## src/pkg/smb_addr_pkg.sv

```systemverilog
package smb_addr_pkg;

	// Address patterns on the wire
	localparam logic [4:0] TEN_PREFIX      = 5'h1E;
	localparam logic [6:0] GEN_CALL_ADDR   = 7'h00;
	localparam logic [6:0] ALERT_RESP_ADDR = 7'h0C;

	// Bits in a byte before the acknowledge slot
	localparam logic [3:0] BITS_PER_BYTE   = 4'h8;

	// Idle level of both lines, used as synchroniser reset value
	localparam logic       LINE_IDLE       = 1'h1;

	// Clock-low timeout: figure in ms, clock in kHz, derived cycles
	localparam int         TIMEOUT_MS      = 35;
	localparam int         CLK_KHZ         = 250000;
	localparam int         TIMEOUT_CYC     = TIMEOUT_MS * CLK_KHZ;
	localparam int         TO_W            = 24;

	typedef enum logic [2:0]
	{
		ST_IDLE,
		ST_RECV,
		ST_ACK,
		ST_SEND,
		ST_WAIT_ACK,
		ST_IGNORE
	} state_t;

	typedef enum logic [1:0]
	{
		K_ADDR1,
		K_ADDR2,
		K_DATA
	} kind_t;

endpackage : smb_addr_pkg

```

## src/design/pin_sync.sv

```systemverilog
`timescale 1ns/10ps
module pin_sync
(
	input  wire logic clk_i,
	input  wire logic reset_i,
	input  wire logic pin_i,
	output logic      level_o
);

	logic s1_ff;
	logic s2_ff;
	logic s3_ff;
	logic level_ff;

	// Level moves only once the last two stages agree
	always_ff @(posedge clk_i or posedge reset_i)
	begin
		if (reset_i)
		begin
			s1_ff    <= smb_addr_pkg::LINE_IDLE;
			s2_ff    <= smb_addr_pkg::LINE_IDLE;
			s3_ff    <= smb_addr_pkg::LINE_IDLE;
			level_ff <= smb_addr_pkg::LINE_IDLE;
		end
		else
		begin
			s1_ff <= pin_i;
			s2_ff <= s1_ff;
			s3_ff <= s2_ff;
			if (s2_ff == s3_ff)
				level_ff <= s3_ff;
		end
	end

	assign level_o = level_ff;

endmodule : pin_sync

```

## src/design/low_timeout.sv

```systemverilog
`timescale 1ns/10ps
module low_timeout
(
	input  wire logic                          clk_i,
	input  wire logic                          reset_i,
	input  wire logic                          scl_level_i,
	input  wire logic [smb_addr_pkg::TO_W-1:0] limit_i,
	output logic                               expired_o
);

	logic [smb_addr_pkg::TO_W-1:0] count_ff;
	logic                          expired_ff;
	wire                           at_limit = (count_ff == limit_i);
	wire  [smb_addr_pkg::TO_W-1:0] nxt_count =
		scl_level_i ? '0 : (at_limit ? count_ff : count_ff + 1'b1);

	// Saturates so one low period yields a single pulse
	always_ff @(posedge clk_i or posedge reset_i)
	begin
		if (reset_i)
		begin
			count_ff   <= '0;
			expired_ff <= 1'b0;
		end
		else
		begin
			count_ff   <= nxt_count;
			expired_ff <= !scl_level_i && !at_limit &&
				(nxt_count == limit_i);
		end
	end

	assign expired_o = expired_ff;
endmodule : low_timeout

```

## src/design/i2c_slave_match.sv

```systemverilog
// Function
// 10-bit first byte starts with 11110
// First byte: seven bits match, write, ack
// Second byte must match low eight bits
// Stay selected until STOP or other address
// Flag event after 10-bit first byte
// Direction turns only after second direction bit
// Repeated START, read bit: ack and transmit
// Unaddressed 10-bit slave ignores read header
// Primary seven address bits always compared; the code compares them only while ten_bit_extension_en_i is low
// Extension bits widen primary to ten bits
// General call matches when enabled
// Alert response address matches when enabled
// Second address matches when enabled
// Range: above primary, up to range value
// Software keeps range above primary address
// Match enters receiver, sets addressed flag
// Software reads data to learn address
// Clock-low timeout releases both lines
// After timeout reset, ready for START
// Threshold defaults to thirty-five milliseconds
// Active master requests STOP on timeout
// Timeout flag, interrupt-gated, cleared by one
// Low counter, programmable, restarts on rise
`timescale 1ns/10ps
module i2c_slave_match
#(
	parameter logic [smb_addr_pkg::TO_W-1:0] TIMEOUT_CYCLES =
		(smb_addr_pkg::TO_W)'(smb_addr_pkg::TIMEOUT_CYC)
)
(
	input  wire logic       clk_i,
	input  wire logic       reset_i,
	input  wire logic       mgmt_bus_clock_line_i,
	output logic            mgmt_bus_clock_line_o,
	output logic            mgmt_bus_clock_line_oe_o,
	input  wire logic       mgmt_bus_data_line_i,
	output logic            mgmt_bus_data_line_o,
	output logic            mgmt_bus_data_line_oe_o,
	input  wire logic [6:0] own_addr_i,
	input  wire logic [2:0] ext_addr_hi_i,
	input  wire logic       ten_bit_extension_en_i,
	input  wire logic       general_call_en_i,
	input  wire logic       alert_response_en_i,
	input  wire logic       second_slave_id_en_i,
	input  wire logic [6:0] second_addr_i,
	input  wire logic       range_match_en_i,
	input  wire logic [6:0] range_addr_i,
	input  wire logic [smb_addr_pkg::TO_W-1:0] timeout_limit_i,
	input  wire logic       module_irq_en_i,
	input  wire logic       irq_flag_clear_i,
	input  wire logic       timeout_clear_i,
	input  wire logic [7:0] tx_data_i,
	input  wire logic       master_active_i,
	output logic [7:0]      data_o,
	output logic            addressed_as_slave_flag_o,
	output logic            slave_transmit_o,
	output logic            module_irq_flag_o,
	output logic            clock_low_timeout_flag_o,
	output logic            irq_o,
	output logic            master_stop_req_o
);

	smb_addr_pkg::state_t state_ff;
	smb_addr_pkg::kind_t  kind_ff;
	logic [7:0] shift_ff;
	logic [7:0] tx_ff;
	logic [3:0] cnt_ff;
	logic [7:0] data_ff;
	logic       tx_mode_ff;
	logic       addressed_ff;
	logic       ten_done_ff;
	logic       master_ack_ff;
	logic       sda_oe_ff;
	logic       irq_flag_ff;
	logic       to_flag_ff;
	logic       irq_ff;
	logic       stop_req_ff;
	logic       scl_prev_ff;
	logic       sda_prev_ff;
	logic       zero_ff;
	logic       scl_s;
	logic       sda_s;
	logic       to_hit;

	pin_sync u_scl_sync
	(
		.clk_i   (clk_i),
		.reset_i (reset_i),
		.pin_i   (mgmt_bus_clock_line_i),
		.level_o (scl_s)
	);

	pin_sync u_sda_sync
	(
		.clk_i   (clk_i),
		.reset_i (reset_i),
		.pin_i   (mgmt_bus_data_line_i),
		.level_o (sda_s)
	);

	// Zero limit falls back to the bus-standard figure
	wire [smb_addr_pkg::TO_W-1:0] to_limit =
		(timeout_limit_i != '0) ? timeout_limit_i : TIMEOUT_CYCLES;

	low_timeout u_low_timeout
	(
		.clk_i       (clk_i),
		.reset_i     (reset_i),
		.scl_level_i (scl_s),
		.limit_i     (to_limit),
		.expired_o   (to_hit)
	);

	// Bus events
	wire scl_rise = scl_s && !scl_prev_ff;
	wire scl_fall = !scl_s && scl_prev_ff;
	wire start_ev = scl_s && scl_prev_ff && sda_prev_ff && !sda_s;
	wire stop_ev  = scl_s && scl_prev_ff && !sda_prev_ff && sda_s;

	// Address decode
	wire [9:0] addr10   = {ext_addr_hi_i, own_addr_i};
	wire [6:0] addr7    = shift_ff[7:1];
	wire       rw       = shift_ff[0];
	wire       prefix_ok = (shift_ff[7:3] == smb_addr_pkg::TEN_PREFIX);
	wire       ten_hdr  = ten_bit_extension_en_i && prefix_ok &&
		(shift_ff[2:1] == addr10[9:8]);
	wire       own_hit  = !ten_bit_extension_en_i &&
		(addr7 == own_addr_i);
	wire       gc_hit   = general_call_en_i && !rw &&
		(addr7 == smb_addr_pkg::GEN_CALL_ADDR);
	wire       alert_hit = alert_response_en_i &&
		(addr7 == smb_addr_pkg::ALERT_RESP_ADDR);
	wire       sec_hit  = second_slave_id_en_i &&
		(addr7 == second_addr_i);
	// Lower bound compares against primary; misprogrammed range simply never hits
	wire       range_hit = range_match_en_i && (range_addr_i != 7'h00) &&
		(addr7 > own_addr_i) && (addr7 <= range_addr_i);
	wire       hit7     = own_hit || gc_hit || alert_hit || sec_hit ||
		range_hit;
	wire       ten_first = ten_hdr && !rw && !hit7;
	wire       ten_again = ten_hdr && rw && ten_done_ff && !hit7;
	wire       second_hit = (shift_ff == addr10[7:0]);
	wire       ack_addr = hit7 || ten_first || ten_again;
	wire       byte_end = (state_ff == smb_addr_pkg::ST_RECV) && scl_fall &&
		(cnt_ff == smb_addr_pkg::BITS_PER_BYTE);
	wire       ack_now  =
		((kind_ff == smb_addr_pkg::K_ADDR1) && ack_addr) ||
		((kind_ff == smb_addr_pkg::K_ADDR2) && second_hit) ||
		(kind_ff == smb_addr_pkg::K_DATA);
	wire       tx_done  = (state_ff == smb_addr_pkg::ST_WAIT_ACK) && scl_fall;

	// Set wins over software clear
	wire nxt_irq_flag = (byte_end && ack_now) || tx_done || to_hit ||
		(irq_flag_ff && !irq_flag_clear_i);
	wire nxt_to_flag  = to_hit || (to_flag_ff && !timeout_clear_i);

	always_ff @(posedge clk_i or posedge reset_i)
	begin
		if (reset_i)
		begin
			state_ff      <= smb_addr_pkg::ST_IDLE;
			kind_ff       <= smb_addr_pkg::K_ADDR1;
			shift_ff      <= 8'h00;
			tx_ff         <= 8'h00;
			cnt_ff        <= 4'h0;
			tx_mode_ff    <= 1'b0;
			addressed_ff  <= 1'b0;
			ten_done_ff   <= 1'b0;
			master_ack_ff <= 1'b0;
			sda_oe_ff     <= 1'b0;
		end
		else if (to_hit || stop_ev)
		begin
			// Drop state, selection, direction and data drive so the next START is taken at once
			state_ff     <= smb_addr_pkg::ST_IDLE;
			sda_oe_ff    <= 1'b0;
			addressed_ff <= 1'b0;
			ten_done_ff  <= 1'b0;
			tx_mode_ff   <= 1'b0;
		end
		else if (start_ev)
		begin
			// Selection is kept until the new address is judged
			state_ff  <= smb_addr_pkg::ST_RECV;
			kind_ff   <= smb_addr_pkg::K_ADDR1;
			cnt_ff    <= 4'h0;
			sda_oe_ff <= 1'b0;
		end
		else
		begin
			case (state_ff)
				smb_addr_pkg::ST_RECV:
				begin
					if (scl_rise)
					begin
						shift_ff <= {shift_ff[6:0], sda_s};
						cnt_ff   <= cnt_ff + 4'h1;
					end
					if (byte_end && ack_now)
					begin
						state_ff  <= smb_addr_pkg::ST_ACK;
						sda_oe_ff <= 1'b1;
					end
					else if (byte_end)
					begin
						state_ff     <= smb_addr_pkg::ST_IGNORE;
						addressed_ff <= 1'b0;
						ten_done_ff  <= 1'b0;
						tx_mode_ff   <= 1'b0;
					end
					if (byte_end && (kind_ff == smb_addr_pkg::K_ADDR1) &&
						ack_addr)
					begin
						addressed_ff <= !ten_first;
						tx_mode_ff   <= !ten_first && rw;
						ten_done_ff  <= ten_again;
						kind_ff      <= ten_first ? smb_addr_pkg::K_ADDR2 :
							smb_addr_pkg::K_DATA;
					end
					if (byte_end && (kind_ff == smb_addr_pkg::K_ADDR2) &&
						second_hit)
					begin
						addressed_ff <= 1'b1;
						ten_done_ff  <= 1'b1;
						tx_mode_ff   <= 1'b0;
						kind_ff      <= smb_addr_pkg::K_DATA;
					end
				end
				smb_addr_pkg::ST_ACK:
				begin
					if (scl_fall)
					begin
						cnt_ff <= 4'h0;
						if (tx_mode_ff)
						begin
							state_ff  <= smb_addr_pkg::ST_SEND;
							tx_ff     <= tx_data_i;
							sda_oe_ff <= !tx_data_i[7];
						end
						else
						begin
							state_ff  <= smb_addr_pkg::ST_RECV;
							sda_oe_ff <= 1'b0;
						end
					end
				end
				smb_addr_pkg::ST_SEND:
				begin
					if (scl_rise)
						cnt_ff <= cnt_ff + 4'h1;
					if (scl_fall && (cnt_ff == smb_addr_pkg::BITS_PER_BYTE))
					begin
						state_ff  <= smb_addr_pkg::ST_WAIT_ACK;
						sda_oe_ff <= 1'b0;
					end
					else if (scl_fall)
					begin
						sda_oe_ff <= !tx_ff[6];
						tx_ff     <= {tx_ff[6:0], 1'b0};
					end
				end
				smb_addr_pkg::ST_WAIT_ACK:
				begin
					if (scl_rise)
						master_ack_ff <= !sda_s;
					if (scl_fall)
					begin
						cnt_ff <= 4'h0;
						// A not-acknowledge ends sending until the next START
						if (master_ack_ff)
						begin
							state_ff  <= smb_addr_pkg::ST_SEND;
							tx_ff     <= tx_data_i;
							sda_oe_ff <= !tx_data_i[7];
						end
						else
							state_ff <= smb_addr_pkg::ST_IGNORE;
					end
				end
				smb_addr_pkg::ST_IDLE,
				smb_addr_pkg::ST_IGNORE:
					sda_oe_ff <= 1'b0;
				default:
					state_ff <= smb_addr_pkg::ST_IDLE;
			endcase
		end
	end

	always_ff @(posedge clk_i or posedge reset_i)
	begin
		if (reset_i)
		begin
			data_ff     <= 8'h00;
			irq_flag_ff <= 1'b0;
			to_flag_ff  <= 1'b0;
			irq_ff      <= 1'b0;
			stop_req_ff <= 1'b0;
			scl_prev_ff <= smb_addr_pkg::LINE_IDLE;
			sda_prev_ff <= smb_addr_pkg::LINE_IDLE;
			zero_ff     <= 1'b0;
		end
		else
		begin
			if (byte_end && ack_now)
				data_ff <= shift_ff;
			irq_flag_ff <= nxt_irq_flag;
			to_flag_ff  <= nxt_to_flag;
			irq_ff      <= module_irq_en_i &&
				(nxt_irq_flag || nxt_to_flag);
			stop_req_ff <= master_active_i &&
				(stop_req_ff || to_hit);
			scl_prev_ff <= scl_s;
			sda_prev_ff <= sda_s;
			zero_ff     <= 1'b0;
		end
	end

	// Never stretches the clock; data line is open drain
	assign mgmt_bus_clock_line_o    = zero_ff;
	assign mgmt_bus_clock_line_oe_o = zero_ff;
	assign mgmt_bus_data_line_o     = zero_ff;
	assign mgmt_bus_data_line_oe_o  = sda_oe_ff;
	assign data_o                   = data_ff;
	assign addressed_as_slave_flag_o = addressed_ff;
	assign slave_transmit_o         = tx_mode_ff;
	assign module_irq_flag_o        = irq_flag_ff;
	assign clock_low_timeout_flag_o = to_flag_ff;
	assign irq_o                    = irq_ff;
	assign master_stop_req_o        = stop_req_ff;
endmodule : i2c_slave_match

```

## config.mk

```make
export PLATFORM = sky130hd
export DESIGN_NAME = i2c_slave_match
export DESIGN_NICKNAME = d
export VERILOG_FILES = /design/src/pkg/smb_addr_pkg.sv /design/src/design/pin_sync.sv /design/src/design/low_timeout.sv /design/src/design/i2c_slave_match.sv
export SDC_FILE = /design/constraint.sdc
export NUM_CORES = 1
export LEC_CHECK = 0
export ABC_AREA = 1
export BUFFER_PORTS_ARGS = -buffer_cell sky130_fd_sc_hd__buf_2
export CORE_MARGIN = 4
export CORE_UTILIZATION = 37
export CTS_CLUSTER_SIZE = 10
export DETAILED_ROUTE_END_ITERATION = 8
export GPL_TIMING_DRIVEN = 0
export HOLD_SLACK_MARGIN = 0.05
export SETUP_SLACK_MARGIN = 0.1
export SLEW_MARGIN = 10
export SYNTH_ARGS = -nofsm -noshare
export SYNTH_HDL_FRONTEND = slang
export SYNTH_SLANG_ARGS = --single-unit
```

## constraint.sdc

```tcl
create_clock -name clk_i -period 6.8 [get_ports clk_i]
set_clock_uncertainty 0.05 [all_clocks]
set_input_delay 0.68 -clock clk_i [delete_from_list [all_inputs] [get_ports clk_i]]
set_output_delay 0.68 -clock clk_i [all_outputs]
set_load 0.01 [all_outputs]
```

; Word level (Yosys, flattened, before mapping)
; Index checks and enable logic that the tools add are counted.
[word_totals]
ff_bits = 76
output_inout_bits = 18
[classes]
mux = 56
addsub = 2
reduce_logical = 91
bitwise_logic = 2
n_eq_ne = 36
magnitude_cmp = 2
[op_table]
columns = operator, count
row1 = $mux 24, 3
row2 = $eq 24x24->1, 2
row3 = $mux 7, 6
row4 = $logic_and 1x1->1, 40
row5 = $mux 1, 26
row6 = $add 24x1->24 const B, 1
row7 = $mux 3, 8
row8 = $reduce_bool 24->1, 1
row9 = $pmux 7 s3, 1
row10 = $reduce_and 4->1, 4
row11 = $logic_or 1x1->1, 15
row12 = $pmux 3 s5, 1
row13 = $eq 7x7->1, 2
row14 = $reduce_bool 7->1, 2
row15 = $logic_not 1->1, 13
row16 = $mux 2, 6
row17 = $mux 4, 3
row18 = $ne 2x2->1 const B, 6
row19 = $ne 4x4->1 const B, 3
row20 = $reduce_and 9->1, 1
row21 = $reduce_bool 3->1, 3
row22 = $eq 8x8->1, 1
row23 = $ne 4x3->1 const B, 2
row24 = $pmux 4 s2, 1
row25 = 30 further kinds, 38

; Longest topological paths before layout
; Gate-level depths: netlist of the first run.
[logic_depth]
ltp_word = 21
mapped_depth = 22
depth_no_buf = 21

; Hierarchy
; A second synthesis of the first run with hierarchy kept.
[hier_totals]
hier_cells = 1017
hier_area_um2 = 6341.1
[modules_own_cells]
columns = mod, area_per_inst_um2, cells_per_inst, instances, seq_area_each_um2
row1 = i2c_slave_match, 3286.9, 477, 1, 1078.5
row2 = low_timeout, 2803.9, 522, 1, 625.6
row3 = pin_sync, 125.1, 9, 2, 105.1

; Worst setup path after synthesis of the first run
; No wires, ideal clock.
[synth_timing]
path_type = input-to-reg
from = in timeout_limit_i[14] (netlist bit)
to = reg u_low_timeout.expired_ff (netlist: u_low_timeout.expired_o)
required_time_ps = 6679
setup_time_ps = 71
path_buffers = 2
cell_stages = 19
arrival_ps = 2493
slack_ps = 4186
cell_sequence = nor2_1 -> nand2_1 -> nor2_2 -> nand3_4 -> buf_6 -> nand3_2 -> nand4_2 -> nor2_8 -> nand3_4 -> buf_6 -> nand2_2 -> nand3_2 -> nand2_1 -> inv_1 -> nor2_1 -> nand2_1 -> nor2_1 -> nand3_1 -> nor2_1
[synth_between]
elab_chain_len = 7
elab_cells_between_ends = 9
[synth_rtl]
columns = item, line
row1 = start: declaration, i2c_slave_match.sv:49  ; input wire logic [smb_addr_pkg::TO_W-1:0] timeout_limit_i,
row2 = $reduce_bool 24->1, i2c_slave_match.sv:104  ; (timeout_limit_i != '0) ? timeout_limit_i : TIMEOUT_CYCLES;
row3 = $mux 24 *, i2c_slave_match.sv:104
row4 = $eq 24x24->1, low_timeout.sv:13  ; wire at_limit = (count_ff == limit_i);
row5 = $mux 24 (2 in series), low_timeout.sv:15  ; scl_level_i ? '0 : (at_limit ? count_ff : count_ff + 1'b1);
row6 = $eq 24x24->1, low_timeout.sv:29  ; (nxt_count == limit_i);
row7 = $logic_and 1x1->1 *, low_timeout.sv:28  ; expired_ff <= !scl_level_i && !at_limit &&
row8 = end signal: assignment, low_timeout.sv:28
row9 = end: declaration, low_timeout.sv:12  ; logic expired_ff;
; Mark *: on every way between the ends. The rest lies on a longest branch, timed or not.
; A chain may end at the register's enable or synchronous reset.

; Worst setup path after layout of the first run
[layout_timing]
from = in timeout_limit_i[2] (netlist bit)
to = reg u_low_timeout.expired_ff (netlist: u_low_timeout.expired_o)
; The elaborated chain is that of the path after synthesis.

==> flow_summary.toml, run 1 <==
[run_status]
status = "complete, no violations"

[critical_path]
timing_worst_setup_path_type = "in2reg"
path_cells = "buf_2 -> nor2_1 -> nand2_1 -> nor2_2 -> nand3_4 -> buf_6 -> nand3_2 -> nand4_1 -> nor2_2 -> nand3_4 -> buf_6 -> nand2_2 -> nand3_1 -> nand2_1 -> nand2_1 -> nor2_1 -> nand2_1 -> nor2_1 -> nand3_1 -> nor2_1"
endpoint_kind = "flip-flop"
worstPathRequired_ns = 7.03
cp.buffers_inverters = 3
cp_top_family = "simple AND/OR/NAND/NOR gates"
crit_fanout = 10
crit_slowest_cell = "nor2_2"
max_stage_delay_ns = 0.39
crit_path_start_kind = "input port"
worstPathArrival_ns = 3.44

[power]
p_leak_nw = 3.595
switching_share_pct = 37.09
netSwitchingPower_mw = 0.5519
p_seq_share_pct = 38.8
clock_power_share_pct = 31.2
combPwrFrac_pct = 30.1
vdd.ir_drop.worst_mv = 0.09993
internal_power_mw = 0.9361
power_density_nw_per_um2 = 215.4
p_total_mw = 1.488

[synth]
syn-cell-area_sq_um = 5907
yosysWarningCount = 0
synth_edf_count = 0
synth_cells = 871
async_flop_share_pct = 100.0
ys.flop_type = "dfrtp_1"
avgSynthCellArea_sq_um = 6.782
ys_types = 48
ys_ff_latch = 76
ys_seq_area_share_pct = 32.41

[sta]
finalCritPeriodShare_pct = 47.19
finalSetupTns_ns = 0
fmax_mhz = 311.7
finalSetupViolCount = 0
slew_headroom_pct = 50.96
period_minus_slack_ns = 3.209
report.final.slew_viol_count = 0
final.setup.worst_slack_ns = 3.591
tightestPinTransition_ns = 0.7301
rsz0062_at_grt = "false"
whs_ns = 0.2505
hold_viol = 0

[die]
die_w_microns = 134.4
fp.coreArea_sq_um = 15430
fp-row-count = 45
die_h_microns = 134.4
start_util_pct = 38.29
io_pins = 87
die_area_sq_um = 18050

[grt]
antenna_found_initial = 0
grt_max_degree = 55
grt_first_pass_wirelength_microns = 27790
grt_pass1_vias = 5578
overflow = 0
grtUsageTotal_pct = 19.09

[clocking]
htreeDepth = 3
ctsHoldBuffers = 0
cts_tree = "built"
cts_buffers = 9
clk_path_buf_depth = 2
cts-resized-gates = 0
clock-sinks = 76
postCtsSetupBuffers = 0
root_buffer = "clkbuf_16"
clock_latency_ns = 0.35
clk_pin_slew_ns = 0.06

[drt]
dr.pass1.iters = 5
ant_nets = 0
routed_wl_microns = 17030
vias_per_cell = 5.045
drc = 0
avgRoutedWirePerCell_microns = 14.38
vias = 5973
first_iter_violations = 439

[layout]
layout_common_cells = "nand2_1, inv_1, nor2_1"
antenna_cells = 0
drive_gt1_share_pct = 15.52
register_area_sq_um = 1914
area_delta_synth_final_pct = 16.92
multiInputGateArea_sq_um = 3286
finalNonFillerCells = 1184
mostFrequentLayoutCell = "nand2_1"
nNetsFinal = 1054
fillers = 1662

[place]
post-place-ws_ns = 3.223
port_buffers = 83
post-dp-hpwl_microns = 13380
gp_congestion = 0.9400
dp.cells = 1168

[flow_run]
cap_violations = 0

[hold_path]
min-delay-path-class = "in2async"
[through the flow]
step	utilization [%]	area, sq um
after CTS	44.77	6907
final	44.77	6907
after global placement	42.74	6594
after floorplan	-	5914
after detailed placement	42.94	6624
after global routing	44.77	6907
[Yosys cell counts (4+ instances only)]
| cell | instances | area (sq um) |
|---|---|---|
| o21ai_0 | 51 | 255.2 |
| nand4_1 | 48 | 300.3 |
| xor2_1 | 31 | 271.5 |
| nor2_2 | 5 | 31.28 |
| o211ai_1 | 7 | 52.55 |
| nor3_1 | 18 | 90.09 |
| ha_1 | 17 | 212.7 |
| nand2_2 | 6 | 37.54 |
| nor2_1 | 91 | 341.6 |
| a21oi_1 | 15 | 75.07 |
| nand2_1 | 210 | 788.3 |
| inv_1 | 159 | 596.8 |
| nand3b_1 | 4 | 30.03 |
| clkbuf_1 | 7 | 26.28 |
| dfstp_2 | 10 | 262.8 |
| dfrtp_1 | 66 | 1652 |
| nand3_1 | 51 | 255.2 |
| buf_2 | 4 | 20.02 |
| nor4_1 | 10 | 62.56 |
| buf_4 | 4 | 30.03 |
| xnor2_1 | 5 | 43.79 |
| nand3_2 | 8 | 80.08 |
[power by group through the flow]
| stage | clock network (mW) | registers [mW] | logic (mW) |
|---|---|---|---|
| 6_report | 0.464 | 0.577 | 0.447 |
| 3_5_place_dp | 0 | 0.585 | 0.446 |
| 2_1_floorplan | 0 | 0.570 | 0.320 |
| 3_3_place_gp | 0 | 0.583 | 0.439 |
| 4_1_cts | 0.479 | 0.576 | 0.449 |
| 5_1_grt | 0.496 | 0.585 | 0.511 |
[per-layer routing]
| metal | GRT usage [%] | up-vias | share of wire [%] |
|---|---|---|---|
| li1 | - | 3014 | - |
| met1 | 26.69 | 2722 | 46 |
| met2 | 29.55 | 208 | 44 |
| met3 | 4.014 | 29 | 7.1 |
| met4 | 6.109 | 0 | 2.2 |
| met5 | 0 | - | 0 |
[worst register-to-register path: stages, from the launching register on]
cell and delay (ns):
dfrtp_1 0.43, inv_1 0.27, ha_1 0.29, nor3b_1 0.14
inv_1 0.07, o22ai_1 0.06, a31oi_1 0.16, nand2_1 0.11
inv_1 0.08, nand2_1 0.07, nand2_1 0.07, nand2_1 0.10
inv_1 0.27, clkbuf_1 0.41, o21ai_0 0.15
[logic make-up after synthesis]
| group | synth area share (%) |
|---|---|
| and+or+nand+nor | 36.41 |
| buffers and inverters | 12.09 |
| AOI/OAI and AO/OA | 9.743 |
| DFF | 32.41 |
| xor gates and xnor gates | 5.338 |
| adders and majority gates | 3.940 |
| other | 0.06348 |
[sequential cells by signal, indices dropped and copies added (netlist names), 2 cells and up]
name                    flops
cnt_ff                      4
u_low_timeout.count_ff     24
state_ff                    3
shift_ff                    8
tx_ff                       7
kind_ff                     2
data_o                      8
[final cells by class]
class | count | share of cell area [%]
inverter | 159 | 8.678
buffer | 20 | 1.703
sequential | 76 | 27.72
clock inverter | 7 | 0.8333
multi-input combinational | 618 | 47.57
timing repair buffer | 84 | 6.413
clock buffer | 9 | 3.261
tap | 211 | 3.822
[worst paths after layout]
| check | depth (start not counted) | slack, ns | from | endpoint |
|---|---|---|---|---|
| worst min-delay path | 2 | 0.25 | reset_i | data_o[3]$_DFFE_PP0P_ |
| max in group asynchronous | 3 | 5.82 | reset_i | sda_prev_ff$_DFF_PP1_ |
| min in group clk_i | 0 | 0.31 | u_scl_sync.s1_ff$_DFF_PP1_ | u_scl_sync.s2_ff$_DFF_PP1_ |
| worst max register to register | 14 | 3.91 | shift_ff[1]$_DFFE_PP0P_ | data_o[4]$_DFFE_PP0P_ |
| worst min register to register | 0 | 0.31 | u_scl_sync.s1_ff$_DFF_PP1_ | u_scl_sync.s2_ff$_DFF_PP1_ |
| worst max-delay path | 20 | 3.59 | timeout_limit_i[2] | u_low_timeout.expired_o$_DFF_PP0_ |
No activity file was read; power rests on OpenSTA's default activity.
==> run 2, diff against run 1 <==
==> constraint.sdc (replaced) <==
create_clock -name clk_i -period 3.05 [get_ports clk_i]
set_clock_uncertainty 0.05 [all_clocks]
set_input_delay 0.305 -clock clk_i [delete_from_list [all_inputs] [get_ports clk_i]]
set_output_delay 0.305 -clock clk_i [all_outputs]
set_load 0.01 [all_outputs]
==> run 2 against run 1 <==
  * Routed wire length grew 1.5%
  * Sequential cell count unchanged
  * Clock power rose by 120%
  * Via count grew 1.3%
  * Sequential share of layout area fell by 0.55 points
  * Non-clock buffer count grew 6
  * Critical path depth rose by 1
  * Sequential power rose by 120%
  * Critical path type unchanged
  * Critical endpoint unchanged
  * Largest cell class unchanged
==> flow_summary.toml, run 2 (same netlist as run 1, synthesis figures left out) <==
[layout]
mostFrequentLayoutCell = "nand2_1"
finalNonFillerCells = 1192
drive_gt1_share_pct = 16.51
area_delta_synth_final_pct = 19.28
antenna_cells = 0
top_register = "u_low_timeout.count_ff"
nNetsFinal = 1062
layout_common_cells = "nand2_1, inv_1, nor2_1"
fillers = 1654
largest_reg_flops = 24
final_util_pct = 45.67

[drt]
ant_nets = 0
vias = 6051
drc = 0
first_iter_violations = 472
vias_per_cell = 5.076
routed_wl_microns = 17290
avgRoutedWirePerCell_microns = 14.50
dr.pass1.iters = 6

[clocking]
cts_buffers = 9
clock_latency_ns = 0.35
cts_tree = "built"
htreeDepth = 3
root_buffer = "clkbuf_16"
clock-sinks = 76
clk_path_buf_depth = 2
clk_pin_slew_ns = 0.07

[sta]
fmax_mhz = 367.6
period_minus_slack_ns = 2.720
rsz0062_at_grt = "false"
slew_headroom_pct = 55.32
finalCritPeriodShare_pct = 89.19
tightestPinTransition_ns = 0.6702
finalSetupViolCount = 0
report.final.slew_viol_count = 0
whs_ns = 0.1171
hold_viol = 0

[die]
die_w_microns = 134.4
fp.coreArea_sq_um = 15430
io_pins = 87
start_util_pct = 38.29
die_area_sq_um = 18050
die_h_microns = 134.4
fp-row-count = 45

[grt]
grt_max_degree = 55
grt_pass1_vias = 5595
antenna_found_initial = 0
grt_first_pass_wirelength_microns = 27850
grtUsageTotal_pct = 19.13
overflow = 0

[power]
vdd.ir_drop.worst_mv = 0.2240
p_seq_share_pct = 38.6
p_leak_nw = 3.626
switching_share_pct = 37.21
internal_power_mw = 2.094
netSwitchingPower_mw = 1.241
p_total_mw = 3.335
power_density_nw_per_um2 = 473.4
clock_power_share_pct = 31.0
combPwrFrac_pct = 30.4

[flow_run]
cap_violations = 0

[critical_path]
crit_path_start_kind = "input port"
timing_worst_setup_path_type = "in2reg"
worstPathRequired_ns = 3.28
crit_fanout = 10
worstPathArrival_ns = 2.95
endpoint_kind = "flip-flop"

[place]
dp.cells = 1168
gp_congestion = 0.9400
port_buffers = 83
post-dp-hpwl_microns = 13380

[hold_path]
min-delay-path-class = "in2reg"

[run_status]
status = "complete, no violations"
run 2: changes by cell type in the layout (fill, tap and decap cells not counted), moves of 2 or more:
cell,before,now
nor2_2,5,1
dlygate4sd3_1,0,3
nor2_4,1,6
buf_4,4,7
nand3_2,8,10
run 2: routing by layer:
layer  track usage [%]  wire length [microns]
met4             6.109                    403
met5                 0                      0
met2             29.64                   7634
met1             26.76                   7997
met3             3.976                   1253
run 2: path summary, 6_finish.rpt:
check                                                          to  slack, ns                                 from  depth (start not counted)
min in group asynchronous                   data_o[3]$_DFFE_PP0P_       0.43                              reset_i                          3
max in group asynchronous                   sda_prev_ff$_DFF_PP1_       1.89                              reset_i                          4
worst min register to register         u_scl_sync.s2_ff$_DFF_PP1_       0.31           u_scl_sync.s1_ff$_DFF_PP1_                          0
worst max register to register  u_low_timeout.expired_o$_DFF_PP0_       0.37  u_low_timeout.count_ff[2]$_DFF_PP0_                         14
worst max-delay path            u_low_timeout.expired_o$_DFF_PP0_       0.33                  timeout_limit_i[22]                         21
worst min-delay path                  master_stop_req_o$_DFF_PP0_       0.12                      master_active_i                          2
run 2: what timing repair did:
action                                  4_1_cts  5_1_grt
endpoints found under the setup margin        0       18
hold endpoints to repair                     24        0
hold buffers                                  3        0
gates resized for setup                       0       16
setup buffers                                 0        3
run 2: final cells by class:
cell class,instances,area (sq um),area share (%)
repair buffers,90,495.5,7.032
clock buffers,9,225.2,3.197
well taps,211,264.0,3.747
inverters,159,599.3,8.506
multi-input cells,620,3368,47.81
flip-flops and latches,76,1914,27.17
clock inverters,7,57.56,0.8169
plain buffers,20,121.4,1.723
run 2: power groups by stage:
stage          sequential, mW  combinational (mW)  clock, mW
2_1_floorplan            1.27               0.714          0
3_3_place_gp             1.30               0.979          0
3_5_place_dp             1.30               0.994          0
4_1_cts                  1.28                1.00       1.07
5_1_grt                  1.30                1.16       1.11
6_report                 1.29                1.01       1.03
run 2: critical path: stages:
cell     delay, ns
buf_2         0.14
nor2_1        0.09
nand2_1       0.09
nor2_4        0.23
nand3_4       0.17
nand2_1       0.14
nand2_1       0.06
nand2_1       0.11
nand3_2       0.18
nor2_8        0.23
nand3_4       0.14
buf_6         0.19
nand2_2       0.07
nand3_2       0.07
nand2_1       0.07
nand2_1       0.10
nor2_1        0.16
nand2_1       0.06
nor2_1        0.17
nand2_1       0.08
nor2_1        0.10
run 2: per-stage QoR:
step	TNS [ns]	area [sq um]	setup WS, ns
2_1_floorplan	0	5914	0.7732
6_report	0	7046	0.3298
3_5_place_dp	-0.1517	6624	-0.1517
5_1_grt	0	7046	0.1134
4_1_cts	0	6937	0.1469
3_3_place_gp	-21.15	6594	-0.3274
==> run 3, diff against run 2 <==
--- a/config.mk
+++ b/config.mk
@@ -7,12 +7,12 @@
 export LEC_CHECK = 0
 export ABC_AREA = 1
 export BUFFER_PORTS_ARGS = -buffer_cell sky130_fd_sc_hd__buf_2
-export CORE_MARGIN = 4
+export CORE_MARGIN = 10
 export CORE_UTILIZATION = 37
 export CTS_CLUSTER_SIZE = 10
 export DETAILED_ROUTE_END_ITERATION = 8
-export GPL_TIMING_DRIVEN = 0
 export HOLD_SLACK_MARGIN = 0.05
+export MAX_ROUTING_LAYER = met4
 export SETUP_SLACK_MARGIN = 0.1
 export SLEW_MARGIN = 10
 export SYNTH_ARGS = -nofsm -noshare
==> run 3 against run 2 <==
  * Global-route usage fell by 2.4 points
  * Sequential power barely moved
  * Hold slack barely moved
  * Die area rose by 19%
  * Worst setup slack improved by 0.0034 ns
  * Largest power group unchanged
==> flow_summary.toml, run 3 (same netlist as run 1, synthesis figures left out) <==
[run_status]
status = "complete, no violations"

[critical_path]
cp_top_family = "simple AND/OR/NAND/NOR gates"
timing_worst_setup_path_type = "in2reg"
worstReg2RegStart = "shift_ff[7]$_DFFE_PP0P_"
crit_fanout = 13
crit_path_start_kind = "input port"
worstPathArrival_ns = 2.95
crit_slowest_cell = "nor2_2"
max_stage_delay_ns = 0.28
cp.buffers_inverters = 2
rr_endpoint = "mgmt_bus_data_line_oe_o$_DFFE_PP0P_"
reg2reg_slack_ns = 0.41
cp_common_cell = "nand2_1"
path_cells = "buf_2 -> nor2_1 -> nand2_1 -> nor2_2 -> nand3_4 -> nand2_1 -> nand2_1 -> nand2_1 -> nand3_1 -> nor2_8 -> nand3_4 -> buf_4 -> nand2_2 -> nand3_1 -> nand2_1 -> nand2_1 -> nor2_1 -> nand2_1 -> nor2_1 -> nand3_1 -> nor2_1"
r2r_cells = 18
worstPathRequired_ns = 3.28
endpoint_kind = "flip-flop"

[place]
post-dp-hpwl_microns = 13730
port_buffers = 83
gp_congestion = 0.9621
place_area_sq_um = 6624

[clocking]
clock-sinks = 76
cts-resized-gates = 0
htreeDepth = 3
clock_latency_ns = 0.35
cts_tree = "built"
root_buffer = "clkbuf_16"
clk_path_buf_depth = 2
clk_pin_slew_ns = 0.07
cts_buffers = 9

[sta]
period_minus_slack_ns = 2.717
slew_headroom_pct = 50.05
whs_ns = 0.1167
report.final.slew_viol_count = 0
rsz0062_at_grt = "false"
hold_viol = 0
finalCritPeriodShare_pct = 89.08
fmax_mhz = 368.1
tightestPinTransition_ns = 0.7484
finalSetupViolCount = 0

[layout]
antenna_cells = 0
nNetsFinal = 1059
area_delta_synth_final_pct = 19.15
register_area_sq_um = 1914
drive_gt1_share_pct = 16.56
mostFrequentLayoutCell = "nand2_1"
final_util_pct = 44.63
fillers = 1694
top_register = "u_low_timeout.count_ff"
final_area_sq_um = 7038
multiInputGateArea_sq_um = 3308
largest_reg_flops = 24
layout_common_cells = "nand2_1, inv_1, nor2_1"

[drt]
dr.pass1.iters = 6
vias_per_cell = 4.982
first_iter_violations = 458
drc = 0
ant_nets = 0
vias = 5949
avgRoutedWirePerCell_microns = 14.83
routed_wl_microns = 17710

[die]
die_area_sq_um = 21420
start_util_pct = 37.46
fp.coreArea_sq_um = 15770
die_w_microns = 146.4
fp-row-count = 46
io_pins = 87
die_h_microns = 146.4

[grt]
grt_first_pass_wirelength_microns = 28930
grt_pass1_vias = 5774
grt_max_degree = 42
overflow = 0
antenna_found_initial = 0
grtUsageTotal_pct = 16.71

[hold_path]
min_to = "master_stop_req_o$_DFF_PP0_"
min-delay-path-class = "in2reg"
hold_depth = 2
hp-start = "master_active_i"

[flow_run]
cap_violations = 0

[power]
power_density_nw_per_um2 = 493.2
vdd.ir_drop.worst_mv = 0.3454
p_leak_nw = 3.660
-- run 3: cell types whose count changed in the layout (fill, tap and decap cells not counted), moves of 2 or more --
| cell | before | now |
|---|---|---|
| buf_2 | 87 | 83 |
| nor2_4 | 6 | 1 |
| buf_6 | 3 | 0 |
| bufinv_16 | 0 | 2 |
| nor2_2 | 1 | 5 |
| clkbuf_1 | 6 | 0 |
| buf_4 | 7 | 21 |
| buf_1 | 2 | 0 |
-- run 3: layer usage --
layer | up-vias | wire [microns] | GRT usage (%)
met5 | - | 0 | -
met4 | 0 | 493 | 6.507
met3 | 34 | 1115 | 2.998
met2 | 232 | 7684 | 25.09
met1 | 2658 | 8413 | 21.90
li1 | 3025 | - | -
-- run 3: worst register-to-register path, stage by stage, from the launching register on --
cell,delay [ns]
dfrtp_1,0.52
ha_1,0.38
nand4_1,0.12
nor3b_1,0.21
inv_1,0.09
o22ai_1,0.11
a31oi_1,0.07
nand2_1,0.12
inv_1,0.06
nand2_1,0.08
nand2_1,0.07
nand2_1,0.13
inv_1,0.11
nand2_1,0.13
nand3_1,0.08
nand2_1,0.08
nand2_1,0.05
nand2_1,0.05
nand2_1,0.04
-- run 3: cell type report --
class                   count  share of cell area (%)
clock inverters             7                   1.404
inverters                 159                   8.498
flip-flops and latches     76                   27.20
well taps                 216                   3.840
clock buffers               9                   3.200
repair buffers            108                   8.853
multi-input cells         619                   47.00
-- run 3: per-stage QoR --
step                setup WS [ns]  total power, mW  TNS [ns]  cells
floorplan                  0.7732            1.985         0    873
global placement          0.01860            2.292         0   1169
detailed placement       -0.01831            2.294  -0.01831   1169
CTS                        0.3451            3.512         0   1188
global route               0.1108            3.740         0   1194
finish                     0.3332            3.471         0   1194
-- run 3: where the power goes --
part           switching (mW)  leakage, nW  internal, mW  total, mW
sequential              0.127        0.999          1.16       1.29
clock                   0.465        0.156         0.723       1.19
combinational           0.622         2.50         0.372      0.994
-- run 3: how the worst max path moves through the flow --
stage,start,to,slack (ns),cells past startpoint
3_3_place_gp,timeout_limit_i[6],u_low_timeout.expired_o$_DFF_PP0_,0.02,20
6_report,timeout_limit_i[20],u_low_timeout.expired_o$_DFF_PP0_,0.33,21
2_1_floorplan,reset_i,addressed_as_slave_flag_o$_DFFE_PP0P_,0.77,1
5_1_grt,timeout_limit_i[12],u_low_timeout.expired_o$_DFF_PP0_,0.11,21
3_5_place_dp,timeout_limit_i[6],u_low_timeout.expired_o$_DFF_PP0_,-0.02,20
4_1_cts,timeout_limit_i[6],u_low_timeout.expired_o$_DFF_PP0_,0.35,20
-- run 3: what timing repair did --
action	4_1_cts	5_1_grt
hold endpoints to repair	34	0
setup endpoints to repair	0	1
buffers inserted	0	5
hold buffers	3	0
